==> src/rtl/brscr_pkg.sv <==
// constants shared by the buck sleep configuration register slice
package brscr_pkg;
    // register byte addresses on the control port
    localparam logic [7:0] ADDR_SLEEP_VOLT = 8'h45;
    localparam logic [7:0] ADDR_MODE = 8'h46;
    localparam logic [7:0] ADDR_CONFIG = 8'h47;
    // reset values
    localparam logic [7:0] RST_SLEEP_VOLT = 8'h00;
    localparam logic [3:0] RST_MODE_FIELD = 4'h0;
    localparam logic RST_SLEEP_STATE = 1'b0;
    localparam logic [7:0] RST_CONFIG = 8'h00;
    localparam logic [7:0] RDATA_IDLE = 8'h00;
    // sleep voltage register fields
    localparam int VCODE_LSB = 0;
    localparam int VCODE_W = 6;
    localparam int VRANGE_BIT = 6;
    // mode register fields
    localparam int MODE_LSB = 0;
    localparam int MODE_W = 4;
    localparam int SLEEP_STATE_BIT = 5;
    // configuration register fields
    localparam int ILIM_BIT = 0;
    localparam int FREQ_LSB = 2;
    localparam int PHASE_LSB = 4;
    localparam int RAMP_LSB = 6;
    localparam int SEL_W = 2;
    // switching frequency codes
    localparam logic [1:0] FREQ_CODE_1M = 2'h0;
    localparam logic [1:0] FREQ_CODE_2M = 2'h1;
    localparam logic [1:0] FREQ_CODE_4M = 2'h2;
    // timing, in hertz, and the derived clock dividers
    localparam int SYS_CLK_HZ = 40_000_000;
    localparam int FREQ_1M_HZ = 1_000_000;
    localparam int FREQ_2M_HZ = 2_000_000;
    localparam int FREQ_4M_HZ = 4_000_000;
    localparam int DIV_W = 6;
    localparam logic [DIV_W-1:0] DIV_1M = DIV_W'(SYS_CLK_HZ / FREQ_1M_HZ);
    localparam logic [DIV_W-1:0] DIV_2M = DIV_W'(SYS_CLK_HZ / FREQ_2M_HZ);
    localparam logic [DIV_W-1:0] DIV_4M = DIV_W'(SYS_CLK_HZ / FREQ_4M_HZ);
endpackage : brscr_pkg

==> src/rtl/brscr_clk_if.sv <==
// carrier between the register slice and its switching clock generator
`timescale 1ns/100ps
interface brscr_clk_if;
    logic [1:0] freq_sel;
    logic [1:0] phase_sel;
    logic tick;
    modport gen (input freq_sel, input phase_sel, output tick);
    modport ctrl (output freq_sel, output phase_sel, input tick);
endinterface : brscr_clk_if

==> src/rtl/brscr_swclk_gen.sv <==
// switching clock tick generator with frequency and phase selection
`timescale 1ns/100ps
module brscr_swclk_gen
    import brscr_pkg::*;
(
    // clock and reset
    input wire logic clk_i,
    input wire logic sys_rst_i,
    // selection in, tick out
    brscr_clk_if.gen clk_if
);

    logic [DIV_W-1:0] div_sel;
    logic [DIV_W-1:0] offset;
    logic [DIV_W-1:0] cnt_reg;
    logic tick_reg;

    ////////////////////////////////////////////////////////////////////////////
    // unused code 11 falls back to the slowest rate
    always_comb begin
        unique case (clk_if.freq_sel)
            FREQ_CODE_1M: div_sel = DIV_1M;
            FREQ_CODE_2M: div_sel = DIV_2M;
            FREQ_CODE_4M: div_sel = DIV_4M;
            default: div_sel = DIV_1M;
        endcase
    end

    // quarter-period offsets; 4 MHz quarters round down
    always_comb begin
        unique case (clk_if.phase_sel)
            2'h0: offset = '0;
            2'h1: offset = div_sel >> 2;
            2'h2: offset = div_sel >> 1;
            2'h3: offset = (div_sel >> 1) + (div_sel >> 2);
        endcase
    end

    ////////////////////////////////////////////////////////////////////////////
    // >= keeps a rate change mid-period from running past the new end
    always_ff @(posedge clk_i) begin
        if (sys_rst_i) begin
            cnt_reg <= '0;
        end else if (cnt_reg >= div_sel - DIV_W'(1)) begin
            cnt_reg <= '0;
        end else begin
            cnt_reg <= cnt_reg + DIV_W'(1);
        end
    end

    always_ff @(posedge clk_i) begin
        if (sys_rst_i) begin
            tick_reg <= 1'b0;
        end else begin
            tick_reg <= (cnt_reg == offset);
        end
    end

    assign clk_if.tick = tick_reg;

endmodule : brscr_swclk_gen

==> src/rtl/brscr_top.sv <==
// sleep voltage, mode and configuration registers of one buck channel
//
// What this block does
// - in sleep, drive the six-bit sleep voltage code; read/write, resets zero
// - sleep range bit is read-only, copied from the normal-mode range bit
// - four-bit mode field selects the switching operation mode
// - sleep state bit: 0 turns regulator off, 1 runs pulse-frequency; resets 0
// - config bit 0: 0 high current limit, 1 low current limit
// - config bits 3:2 select switching frequency, reset 00
// - config bits 5:4 select phase of the internal switching clock
// - config bits 7:6 set the voltage ramp step speed
// - frequency codes 00, 01, 10 give 1, 2 and 4 MHz
`timescale 1ns/100ps
module brscr_top
    import brscr_pkg::*;
(
    // clock and reset
    input wire logic clk_i,
    input wire logic sys_rst_i,
    // register access from the control port
    input wire logic [7:0] reg_addr_i,
    input wire logic [7:0] reg_wdata_i,
    input wire logic reg_wr_i,
    input wire logic reg_rd_i,
    output logic [7:0] reg_rdata_o,
    output logic reg_ack_o,
    // device state and normal-mode settings
    input wire logic sleep_i,
    input wire logic [5:0] normal_voltage_code_i,
    input wire logic normal_range_i,
    // regulator controls
    output logic [5:0] vout_code_o,
    output logic vout_range_o,
    output logic [3:0] switching_mode_field_o,
    output logic regulator_on_o,
    output logic pulse_frequency_operation_o,
    output logic current_limit_select_o,
    output logic [1:0] switch_freq_select_o,
    output logic [1:0] phase_clock_select_o,
    output logic [1:0] ramp_speed_select_o,
    output logic sw_tick_o
);

    logic [5:0] sleep_voltage_code_reg;
    logic sleep_range_reg;
    logic [3:0] switching_mode_field_reg;
    logic sleep_state_select_reg;
    logic [7:0] channel_config_byte_reg;
    logic [7:0] rdata_next;
    logic [7:0] rdata_reg;
    logic ack_reg;
    logic [5:0] vout_code_reg;
    logic vout_range_reg;
    logic [3:0] mode_out_reg;
    logic on_reg;
    logic pfm_reg;
    logic wr_volt;
    logic wr_mode;
    logic wr_conf;

    brscr_clk_if clk_if ();

    ////////////////////////////////////////////////////////////////////////////
    // register writes
    assign wr_volt = reg_wr_i && (reg_addr_i == ADDR_SLEEP_VOLT);
    assign wr_mode = reg_wr_i && (reg_addr_i == ADDR_MODE);
    assign wr_conf = reg_wr_i && (reg_addr_i == ADDR_CONFIG);

    always_ff @(posedge clk_i) begin
        if (sys_rst_i) begin
            sleep_voltage_code_reg <= RST_SLEEP_VOLT[VCODE_LSB +: VCODE_W];
        end else if (wr_volt) begin
            sleep_voltage_code_reg <= reg_wdata_i[VCODE_LSB +: VCODE_W];
        end
    end

    // range bit ignores writes; it follows the one-time configured normal bit
    always_ff @(posedge clk_i) begin
        if (sys_rst_i) begin
            sleep_range_reg <= RST_SLEEP_VOLT[VRANGE_BIT];
        end else begin
            sleep_range_reg <= normal_range_i;
        end
    end

    always_ff @(posedge clk_i) begin
        if (sys_rst_i) begin
            switching_mode_field_reg <= RST_MODE_FIELD;
        end else if (wr_mode) begin
            switching_mode_field_reg <= reg_wdata_i[MODE_LSB +: MODE_W];
        end
    end

    // bits 4 and 7:6 have no storage, so writes to them are lost
    always_ff @(posedge clk_i) begin
        if (sys_rst_i) begin
            sleep_state_select_reg <= RST_SLEEP_STATE;
        end else if (wr_mode) begin
            sleep_state_select_reg <= reg_wdata_i[SLEEP_STATE_BIT];
        end
    end

    // bit 1 is spare but still stores and reads back
    always_ff @(posedge clk_i) begin
        if (sys_rst_i) begin
            channel_config_byte_reg <= RST_CONFIG;
        end else if (wr_conf) begin
            channel_config_byte_reg <= reg_wdata_i;
        end
    end

    ////////////////////////////////////////////////////////////////////////////
    // register reads; unmapped addresses read zero
    always_comb begin
        rdata_next = RDATA_IDLE;
        unique case (reg_addr_i)
            ADDR_SLEEP_VOLT: begin
                rdata_next[VCODE_LSB +: VCODE_W] = sleep_voltage_code_reg;
                rdata_next[VRANGE_BIT] = sleep_range_reg;
            end
            ADDR_MODE: begin
                rdata_next[MODE_LSB +: MODE_W] = switching_mode_field_reg;
                rdata_next[SLEEP_STATE_BIT] = sleep_state_select_reg;
            end
            ADDR_CONFIG: begin
                rdata_next = channel_config_byte_reg;
            end
            default: begin
                rdata_next = RDATA_IDLE;
            end
        endcase
    end

    always_ff @(posedge clk_i) begin
        if (sys_rst_i) begin
            rdata_reg <= RDATA_IDLE;
        end else if (reg_rd_i) begin
            rdata_reg <= rdata_next;
        end
    end

    always_ff @(posedge clk_i) begin
        if (sys_rst_i) begin
            ack_reg <= 1'b0;
        end else begin
            ack_reg <= reg_rd_i || reg_wr_i;
        end
    end

    ////////////////////////////////////////////////////////////////////////////
    // regulator control outputs, registered to keep glitches off the analog side
    always_ff @(posedge clk_i) begin
        if (sys_rst_i) begin
            vout_code_reg <= '0;
        end else if (sleep_i) begin
            vout_code_reg <= sleep_voltage_code_reg;
        end else begin
            vout_code_reg <= normal_voltage_code_i;
        end
    end

    // range follows the same sleep switch as the code, so both move together
    always_ff @(posedge clk_i) begin
        if (sys_rst_i) begin
            vout_range_reg <= 1'b0;
        end else if (sleep_i) begin
            vout_range_reg <= sleep_range_reg;
        end else begin
            vout_range_reg <= normal_range_i;
        end
    end

    // mode copy lags the register by one cycle, like the voltage, on and pulse-frequency controls
    always_ff @(posedge clk_i) begin
        if (sys_rst_i) begin
            mode_out_reg <= RST_MODE_FIELD;
        end else begin
            mode_out_reg <= switching_mode_field_reg;
        end
    end

    // normal operation always holds the regulator on; the sleep state bit decides on/off only in sleep
    always_ff @(posedge clk_i) begin
        if (sys_rst_i) begin
            on_reg <= 1'b0;
        end else begin
            on_reg <= !sleep_i || sleep_state_select_reg;
        end
    end

    // pulse-frequency running only ever applies while asleep
    always_ff @(posedge clk_i) begin
        if (sys_rst_i) begin
            pfm_reg <= 1'b0;
        end else begin
            pfm_reg <= sleep_i && sleep_state_select_reg;
        end
    end

    ////////////////////////////////////////////////////////////////////////////
    // switching clock generator
    assign clk_if.freq_sel = channel_config_byte_reg[FREQ_LSB +: SEL_W];
    assign clk_if.phase_sel = channel_config_byte_reg[PHASE_LSB +: SEL_W];

    brscr_swclk_gen u_swclk (
        .clk_i(clk_i),
        .sys_rst_i(sys_rst_i),
        .clk_if(clk_if.gen)
    );

    assign reg_rdata_o = rdata_reg;
    assign reg_ack_o = ack_reg;
    assign vout_code_o = vout_code_reg;
    assign vout_range_o = vout_range_reg;
    assign switching_mode_field_o = mode_out_reg;
    assign regulator_on_o = on_reg;
    assign pulse_frequency_operation_o = pfm_reg;
    assign current_limit_select_o = channel_config_byte_reg[ILIM_BIT];
    assign switch_freq_select_o = channel_config_byte_reg[FREQ_LSB +: SEL_W];
    assign phase_clock_select_o = channel_config_byte_reg[PHASE_LSB +: SEL_W];
    assign ramp_speed_select_o = channel_config_byte_reg[RAMP_LSB +: SEL_W];
    assign sw_tick_o = clk_if.tick;

endmodule : brscr_top

==> config.mk <==
export PLATFORM = sky130hd
export DESIGN_NAME = brscr_top
export DESIGN_NICKNAME = d
export VERILOG_FILES = /design/src/rtl/brscr_pkg.sv /design/src/rtl/brscr_clk_if.sv /design/src/rtl/brscr_swclk_gen.sv /design/src/rtl/brscr_top.sv
export SDC_FILE = /design/constraint.sdc
export NUM_CORES = 1
export LEC_CHECK = 0
export BUFFER_PORTS_ARGS = -buffer_cell sky130_fd_sc_hd__buf_2
export CAP_MARGIN = 20
export CORE_MARGIN = 3
export CORE_UTILIZATION = 25
export CTS_CLUSTER_SIZE = 28
export DETAILED_ROUTE_END_ITERATION = 8
export PLACE_DENSITY = 0.48
export SETUP_SLACK_MARGIN = 0.15
export SLEW_MARGIN = 25
export SYNTH_ARGS = -nofsm -noshare
export SYNTH_HDL_FRONTEND = slang
export SYNTH_SLANG_ARGS = --single-unit
==> constraint.sdc <==
create_clock -name clk_i -period 2.4 [get_ports clk_i]
set_input_delay 0.12 -clock clk_i [delete_from_list [all_inputs] [get_ports clk_i]]
set_output_delay 0.12 -clock clk_i [all_outputs]
set_load 0.01 [all_outputs]
==> results of run 1 <==
==> how the worst min path moves through the flow <==
stage	slack (ps)	endpoint	startpoint
finish	40	sleep_range_reg$_SDFF_PP0_	normal_range_i
global route	50	sleep_range_reg$_SDFF_PP0_	normal_range_i
CTS	40	sleep_range_reg$_SDFF_PP0_	normal_range_i
detailed placement	360	vout_code_o[4]$_SDFF_PP0_	normal_voltage_code_i[4]
global placement	350	sleep_range_reg$_SDFF_PP0_	normal_range_i
floorplan	240	reg_ack_o$_SDFF_PP0_	reg_wr_i
==> through the flow <==
step	utilization	hold slack [ps]	instance area, um^2
global placement	0.300	352	2680
global route	0.310	53.4	2770
finish	0.310	41.5	2770
detailed placement	0.300	358	2680
CTS	0.309	41.7	2760
floorplan	-	236	2350
==> cell families (layout without fill, tap and decap cells) <==
family,after synthesis,count (layout)
simple gates,92,92
flops,49,49
compound gates,33,33
mux,27,27
buf+inv,26,73
fa+ha+maj,10,10
xor+xnor,7,7
==> layer usage <==
layer | up-vias | global-route usage | share of wire
met4 | 0 | 0.0289 | 0.0053
met1 | 833 | 0.144 | 0.50
li1 | 927 | - | -
met5 | - | 0 | 0
met2 | 41 | 0.161 | 0.46
met3 | 2 | 0.0196 | 0.038
==> critical path, cell delays in order, from the launching register on <==
cell and delay (ps):
dfxtp_1 410, inv_1 90, ha_1 330, inv_1 90, ha_1 280, nor2b_1 120, o21ai_0 90, a22oi_2 300
nor2_1 90
==> what timing repair did <==
item                       4_1_cts  5_1_grt
buffers inserted                 0        0
resized for setup                0        1
setup endpoints to repair        0        2
==> area by class of cell <==
cell class                      instances  area [um^2]  area share
Clock buffer                            6         72.6      0.0262
Clock inverter                          2         13.8     0.00497
Inverter                                7         26.3     0.00949
Multi-Input combinational cell        169         1250       0.451
Sequential cell                        49          981       0.354
Tap cell                              108          135      0.0488
Timing Repair Buffer                   58          293       0.106
==> cell usage in the layout (no fill, tap or decap), types with 6 or more instances in the layout <==
cell and instances:
a21oi_1 10, buf_2 57, dfxtp_1 49, ha_1 10
inv_1 7, mux2_2 8, mux2i_1 19, nand2b_1 17
nand3_1 6, nand3b_1 8, nor2_1 30, nor2b_1 14
==> power breakdown <==
group | internal, mW | switching [mW]
logic | 0.111 | 0.105
clock network | 0.208 | 0.284
registers | 0.855 | 0.0573
==> flow_metrics.tcl, run 1 <==
set metrics [dict create \
    io_pins 58 \
    drt_iter0_drc 44 \
    total_power_mw 1.62 \
    area_delta_synth_final_pct 17.7 \
    finalNetCount 328 \
    synth_fa_ha_area_frac 0.0532 \
    drv_cap 0 \
    r2r-end "u_swclk.cnt_reg[5]$_SDFF_PP0_" \
    worst_slew_pin_slew_ps 596 \
    synthXorXnorAreaFrac 0.0261 \
    reg2reg_slack_ps 480 \
    rsz0062_at_grt "false" \
    r2r-start "channel_config_byte_reg[2]$_SDFFE_PP0P_" \
    grt_max_degree 36 \
    grt_pass1_vias 1779 \
    synth-compound-area-share 0.0957 \
    synth-seq-area-share 0.417 \
    hold_depth 2 \
    worst-r2r-cell-count 8 \
    startpoint "channel_config_byte_reg[2]$_SDFFE_PP0P_" \
    fillers 977 \
    cts_made_buffers 5 \
    crit_type "reg -> reg" \
    skew_ps 12.8 \
    antenna_found_initial 0 \
    crit_path_start_kind "register" \
    p_leak_nw 1.24 \
    syn_area_per_cell_um2 9.64 \
    postRouteAntennaNets 0 \
    vias_per_cell 4.52 \
    clock_sinks 49 \
    setup_slack_ps 481 \
    start_util 0.263 \
    vias 1803 \
    synth_top_family_by_area "simple AND/OR/NAND/NOR gates" \
    hold_buffers 0 \
    arrival_ps 2100 \
    portBuffers 57 \
    yosysTopAreaCellShare 0.417 \
    gp_congestion 0.861 \
    power_density_nw_per_um2 585 \
    synth-main-ff-cell "dfxtp_1" \
    synth_edf_count 0 \
    hold_violations 0 \
    period_needed_ps 1920 \
    dp.cells 391 \
    status "completed" \
    asyncSetResetFlopFracSynth 0 \
    layout-drive-gt1-share 0.289 \
    syn_area_um2 2350 \
    drt_wl_total_mm 5.49 \
    finalCritPeriodShare 0.800 \
    syn-num-nets 282 \
    max_freq_mhz 521 \
    min_path_type "in -> reg" \
    die_h_um 103 \
    synth.most_common_cell "dfxtp_1" \
    dieArea_um2 10600 \
    synth-simple-area-share 0.234 \
    die_width_um 103 \
    critical_path_required_ps 2580 \
    synth_mux_area_frac 0.119 \
    cts_root_buffer "clkbuf_8" \
    setup_tns_ps 0 \
    grt_usage 0.103 \
    end_kind "register" \
    clkSlewWorstSetupHoldPaths_ps 100 \
    setup.worst_path.end "u_swclk.cnt_reg[5]$_SDFF_PP0_" \
    pre_cts_slack_ps 347 \
    cts_max_level 2 \
    slew_violations 0 \
    cts_buffer_depth 2 \
    grt-ovfl-total 0 \
    slew_headroom 0.603 \
    cp_max_fo 6 \
    drc_errors 0 \
    insertion_delay_ps 300 \
    synth-seq-cells 49 \
    coreArea_um2 8930 \
    drt-pass1-iter-count 4 \
    wl_per_cell_um 13.8 \
    layoutNonFillerInstCount 399 \
    tritoncts "built" \
    dpl.hpwl_mm 4.06 \
    ys_top_cells_by_count "dfxtp_1 (49), nor2_1 (30), mux2i_1 (19)" \
    diodes 0 \
    ir_worst_vdd_uv 203 \
    num_rows 34 \
    setup_viol 0 \
    yosys.area.top_type "dfxtp_1" \
    synthCells 244 \
    synthTopCellsByArea "dfxtp_1 (42%), mux2i_1 (8.1%), ha_1 (5.3%)" \
    grt_pass1_wl_mm 8.60 \
    yosys_warnings 0 \
    synthDistinctLibCells 40 \
]
No activity file was read; power rests on OpenSTA's default activity.
==> inputs of run 2 (changes only) <==
--- a/config.mk
+++ b/config.mk
@@ -5,13 +5,14 @@
 export SDC_FILE = /design/constraint.sdc
 export NUM_CORES = 1
 export LEC_CHECK = 0
+export ABC_AREA = 1
 export BUFFER_PORTS_ARGS = -buffer_cell sky130_fd_sc_hd__buf_2
 export CAP_MARGIN = 20
 export CORE_MARGIN = 3
 export CORE_UTILIZATION = 25
 export CTS_CLUSTER_SIZE = 28
 export DETAILED_ROUTE_END_ITERATION = 8
-export PLACE_DENSITY = 0.48
+export PLACE_DENSITY = 0.49
 export SETUP_SLACK_MARGIN = 0.15
 export SLEW_MARGIN = 25
 export SYNTH_ARGS = -nofsm -noshare
==> constraint.sdc (replaced) <==
create_clock -name clk_i -period 1.7 [get_ports clk_i]
set_input_delay 0.085 -clock clk_i [delete_from_list [all_inputs] [get_ports clk_i]]
set_output_delay 0.085 -clock clk_i [all_outputs]
set_load 0.01 [all_outputs]
==> run 2 against run 1 <==
Against the previous run:
- via count up 14%
- synthesized cell count up 19%
- setup slack got worse by 330 ps
- maximum frequency up 24%
- wire length rose by 3.4%
- register-to-register slack got worse by 330 ps
- clock power rose by 75%
- cell count grew 14%
- first-iteration DRC count is 61% higher
- count of clock-buffer cells in the layout is the same
- critical path type unchanged
- critical endpoint is now u_swclk.cnt_reg[4]$_SDFF_PP0_
==> flow_metrics.tcl, run 2 <==
set metrics [dict create \
    slew_violations 0 \
    drv_cap 0 \
    dp.cells 444 \
    syn-num-nets 328 \
    ir_worst_vdd_uv 314 \
    setup_tns_ps 0 \
    total_power_mw 2.24 \
    drt-pass1-iter-count 4 \
    synth_mux_area_frac 0 \
    status "completed" \
    setup_viol 0 \
    cp_max_fo 6 \
    postRouteAntennaNets 0 \
    synth-compound-area-share 0.163 \
    antenna_found_initial 0 \
    grt_max_degree 21 \
    synth-main-ff-cell "dfxtp_1" \
    power_density_nw_per_um2 784 \
    rsz0062_at_grt "true" \
    worst_slew_pin_slew_ps 293 \
    end_kind "register" \
    cts_buffer_depth 2 \
    num_rows 34 \
    slew_headroom 0.804 \
    die_h_um 102 \
    final_cell_mix "buf_2 (57), dfxtp_1 (47), nand2_1 (35)" \
    yosys.area.top_type "dfxtp_1" \
    start_util 0.261 \
    cts_root_buffer "clkbuf_8" \
    tritoncts "built" \
    slowest_stage "dfxtp_2" \
    critical_path_required_ps 1900 \
    clkSlewWorstSetupHoldPaths_ps 90 \
    hold_violations 0 \
    vias_per_cell 4.51 \
    vias 2056 \
    reg2reg_slack_ps 150 \
    synthCells 290 \
    die_width_um 102 \
    crit_type "reg -> reg" \
    io_pins 58 \
    fillers 942 \
    ys_top_cells_by_count "dfxtp_1 (49), nand2_1 (36), a21oi_1 (35)" \
    synth_top_family_by_area "simple AND/OR/NAND/NOR gates" \
    dpl.hpwl_mm 4.33 \
    skew_ps 2.76 \
    crit_family "adder cells" \
    final_core_util 0.325 \
    whs_ps 10.9 \
    finalNetCount 385 \
    portBuffers 57 \
    wl_per_cell_um 12.4 \
    gp_congestion 0.735 \
    multi_input_area_um2 1130 \
    cts_made_buffers 5 \
    synth_edf_count 0 \
    setup.worst_path.end "u_swclk.cnt_reg[4]$_SDFF_PP0_" \
    dieArea_um2 10400 \
    period_needed_ps 1550 \
    synth-seq-area-share 0.427 \
    yosys_warnings 0 \
    drt_iter0_drc 71 \
    layout-drive-gt1-share 0.284 \
    diodes 0 \
    layout_commonest_cell "buf_2" \
    grt_pass1_wl_mm 9.32 \
    drt_wl_total_mm 5.68 \
    timing.critical_path.depth 9 \
    arrival_ps 1750 \
    cts_max_level 2 \
    synth_fa_ha_area_frac 0.0545 \
    yosysTopAreaCellShare 0.427 \
    coreArea_um2 8810 \
    synth-simple-area-share 0.219 \
    clock_sinks 49 \
    syn_area_um2 2290 \
    layoutNonFillerInstCount 456 \
    seqCellArea_um2 983 \
    asyncSetResetFlopFracSynth 0 \
    synthDistinctLibCells 31 \
    r2r-start "channel_config_byte_reg[2]$_SDFFE_PP0P_" \
    synthXorXnorAreaFrac 0.0267 \
    min_path_type "in -> reg" \
    grt_usage 0.114 \
    p_leak_nw 1.25 \
    synth.most_common_cell "dfxtp_1" \
    grt_pass1_vias 1874 \
    path_buf_inv 3 \
    finalCritPeriodShare 0.913 \
    grt-ovfl-total 0 \
    insertion_delay_ps 310 \
    max_freq_mhz 644 \
    critical-path-max-stage-delay_ps 360 \
    path_cells "inv_4, ha_4, inv_4, ha_4, nand2_4, inv_2, nand4_1, o2111ai_4, nor2_1" \
    startpoint "channel_config_byte_reg[2]$_SDFFE_PP0P_" \
    synthTopCellsByArea "dfxtp_1 (43%), a21oi_1 (7.6%), nand2_1 (5.9%)" \
    crit_path_start_kind "register" \
    syn_area_per_cell_um2 7.91 \
    synth-seq-cells 49 \
    drc_errors 0 \
    area_delta_synth_final_pct 24.5 \
    r2r-end "u_swclk.cnt_reg[4]$_SDFF_PP0_" \
    worst-r2r-cell-count 9 \
]
==> run 2: changes by cell type in the layout (fill, tap and decap cells not counted), sizes merged, moves of 4 or more <==
cell,delta
a21oi,+27
inv,+27
buf,+7
nand2,+35
mux2i,-19
nand3,+23
nor2,-4
nand2b,-17
a22o,-5
nand3b,-7
o21ai,+19
mux2,-8
nor2b,-14
==> run 2: cell families after synthesis <==
| group | after synthesis |
|---|---|
| buffers and inverters | 52 |
| DFF | 49 |
| xor gates and xnor gates | 7 |
| and+or+nand+nor | 101 |
| adders and majority gates | 10 |
| AOI/OAI and AO/OA | 71 |
==> run 2: power breakdown <==
group	leakage (nW)	internal (mW)	total [mW]	switching (mW)
Sequential	0.399	1.17	1.19	0.0168
Clock	0.0554	0.442	0.863	0.420
Combinational	0.790	0.0783	0.190	0.111
Total	1.25	1.69	2.24	0.548
==> run 2: through the flow <==
stage / setup slack, ps / cell area (um^2)
after floorplan: 175 / 2310
after global placement: 74.1 / 2660
after detailed placement: 44.8 / 2660
after CTS: 152 / 2820
after global routing: 69.8 / 2860
final: 148 / 2860
==> run 2: routing by layer <==
| metal | part of all wire | GRT usage | routed length [um] |
|---|---|---|---|
| met1 | 0.49 | 0.157 | 2770 |
| met4 | 0.015 | 0.0368 | 87 |
| met2 | 0.45 | 0.178 | 2540 |
| met5 | 0 | 0 | 0 |
| met3 | 0.050 | 0.0262 | 282 |
==> run 2: worst min-delay path, stage by stage <==
cell and delay, ps:
buf_2 90, nand2_1 50, a21oi_1 50
==> run 2: worst min-delay path by stage <==
stage,from,end,cells past startpoint
2_1_floorplan,reg_wr_i,reg_ack_o$_SDFF_PP0_,2
4_1_cts,reg_wdata_i[7],channel_config_byte_reg[7]$_SDFFE_PP0P_,3
3_5_place_dp,normal_range_i,sleep_range_reg$_SDFF_PP0_,3
5_1_grt,reg_wdata_i[7],channel_config_byte_reg[7]$_SDFFE_PP0P_,3
6_report,reg_wdata_i[7],channel_config_byte_reg[7]$_SDFFE_PP0P_,3
3_3_place_gp,normal_range_i,sleep_range_reg$_SDFF_PP0_,3
==> run 2: layout make-up <==
| class | instances | share of cell area |
|---|---|---|
| Clock buffer | 6 | 0.0254 |
| Multi-Input combinational cell | 189 | 0.396 |
| Sequential cell | 49 | 0.344 |
| Timing Repair Buffer | 66 | 0.124 |
| Tap cell | 108 | 0.0473 |
| Inverter | 36 | 0.0490 |
| Clock inverter | 2 | 0.0136 |
==> run 2: what timing repair did <==
action                                  in CTS  in global routing
pin swaps                                    3                  6
hold buffers                                 1                  0
gates cloned                                 0                  0
endpoints found under the setup margin       6                  7
endpoints found under the hold margin        1                  0
setup buffers                                1                  2
gates resized for setup                      6                  7
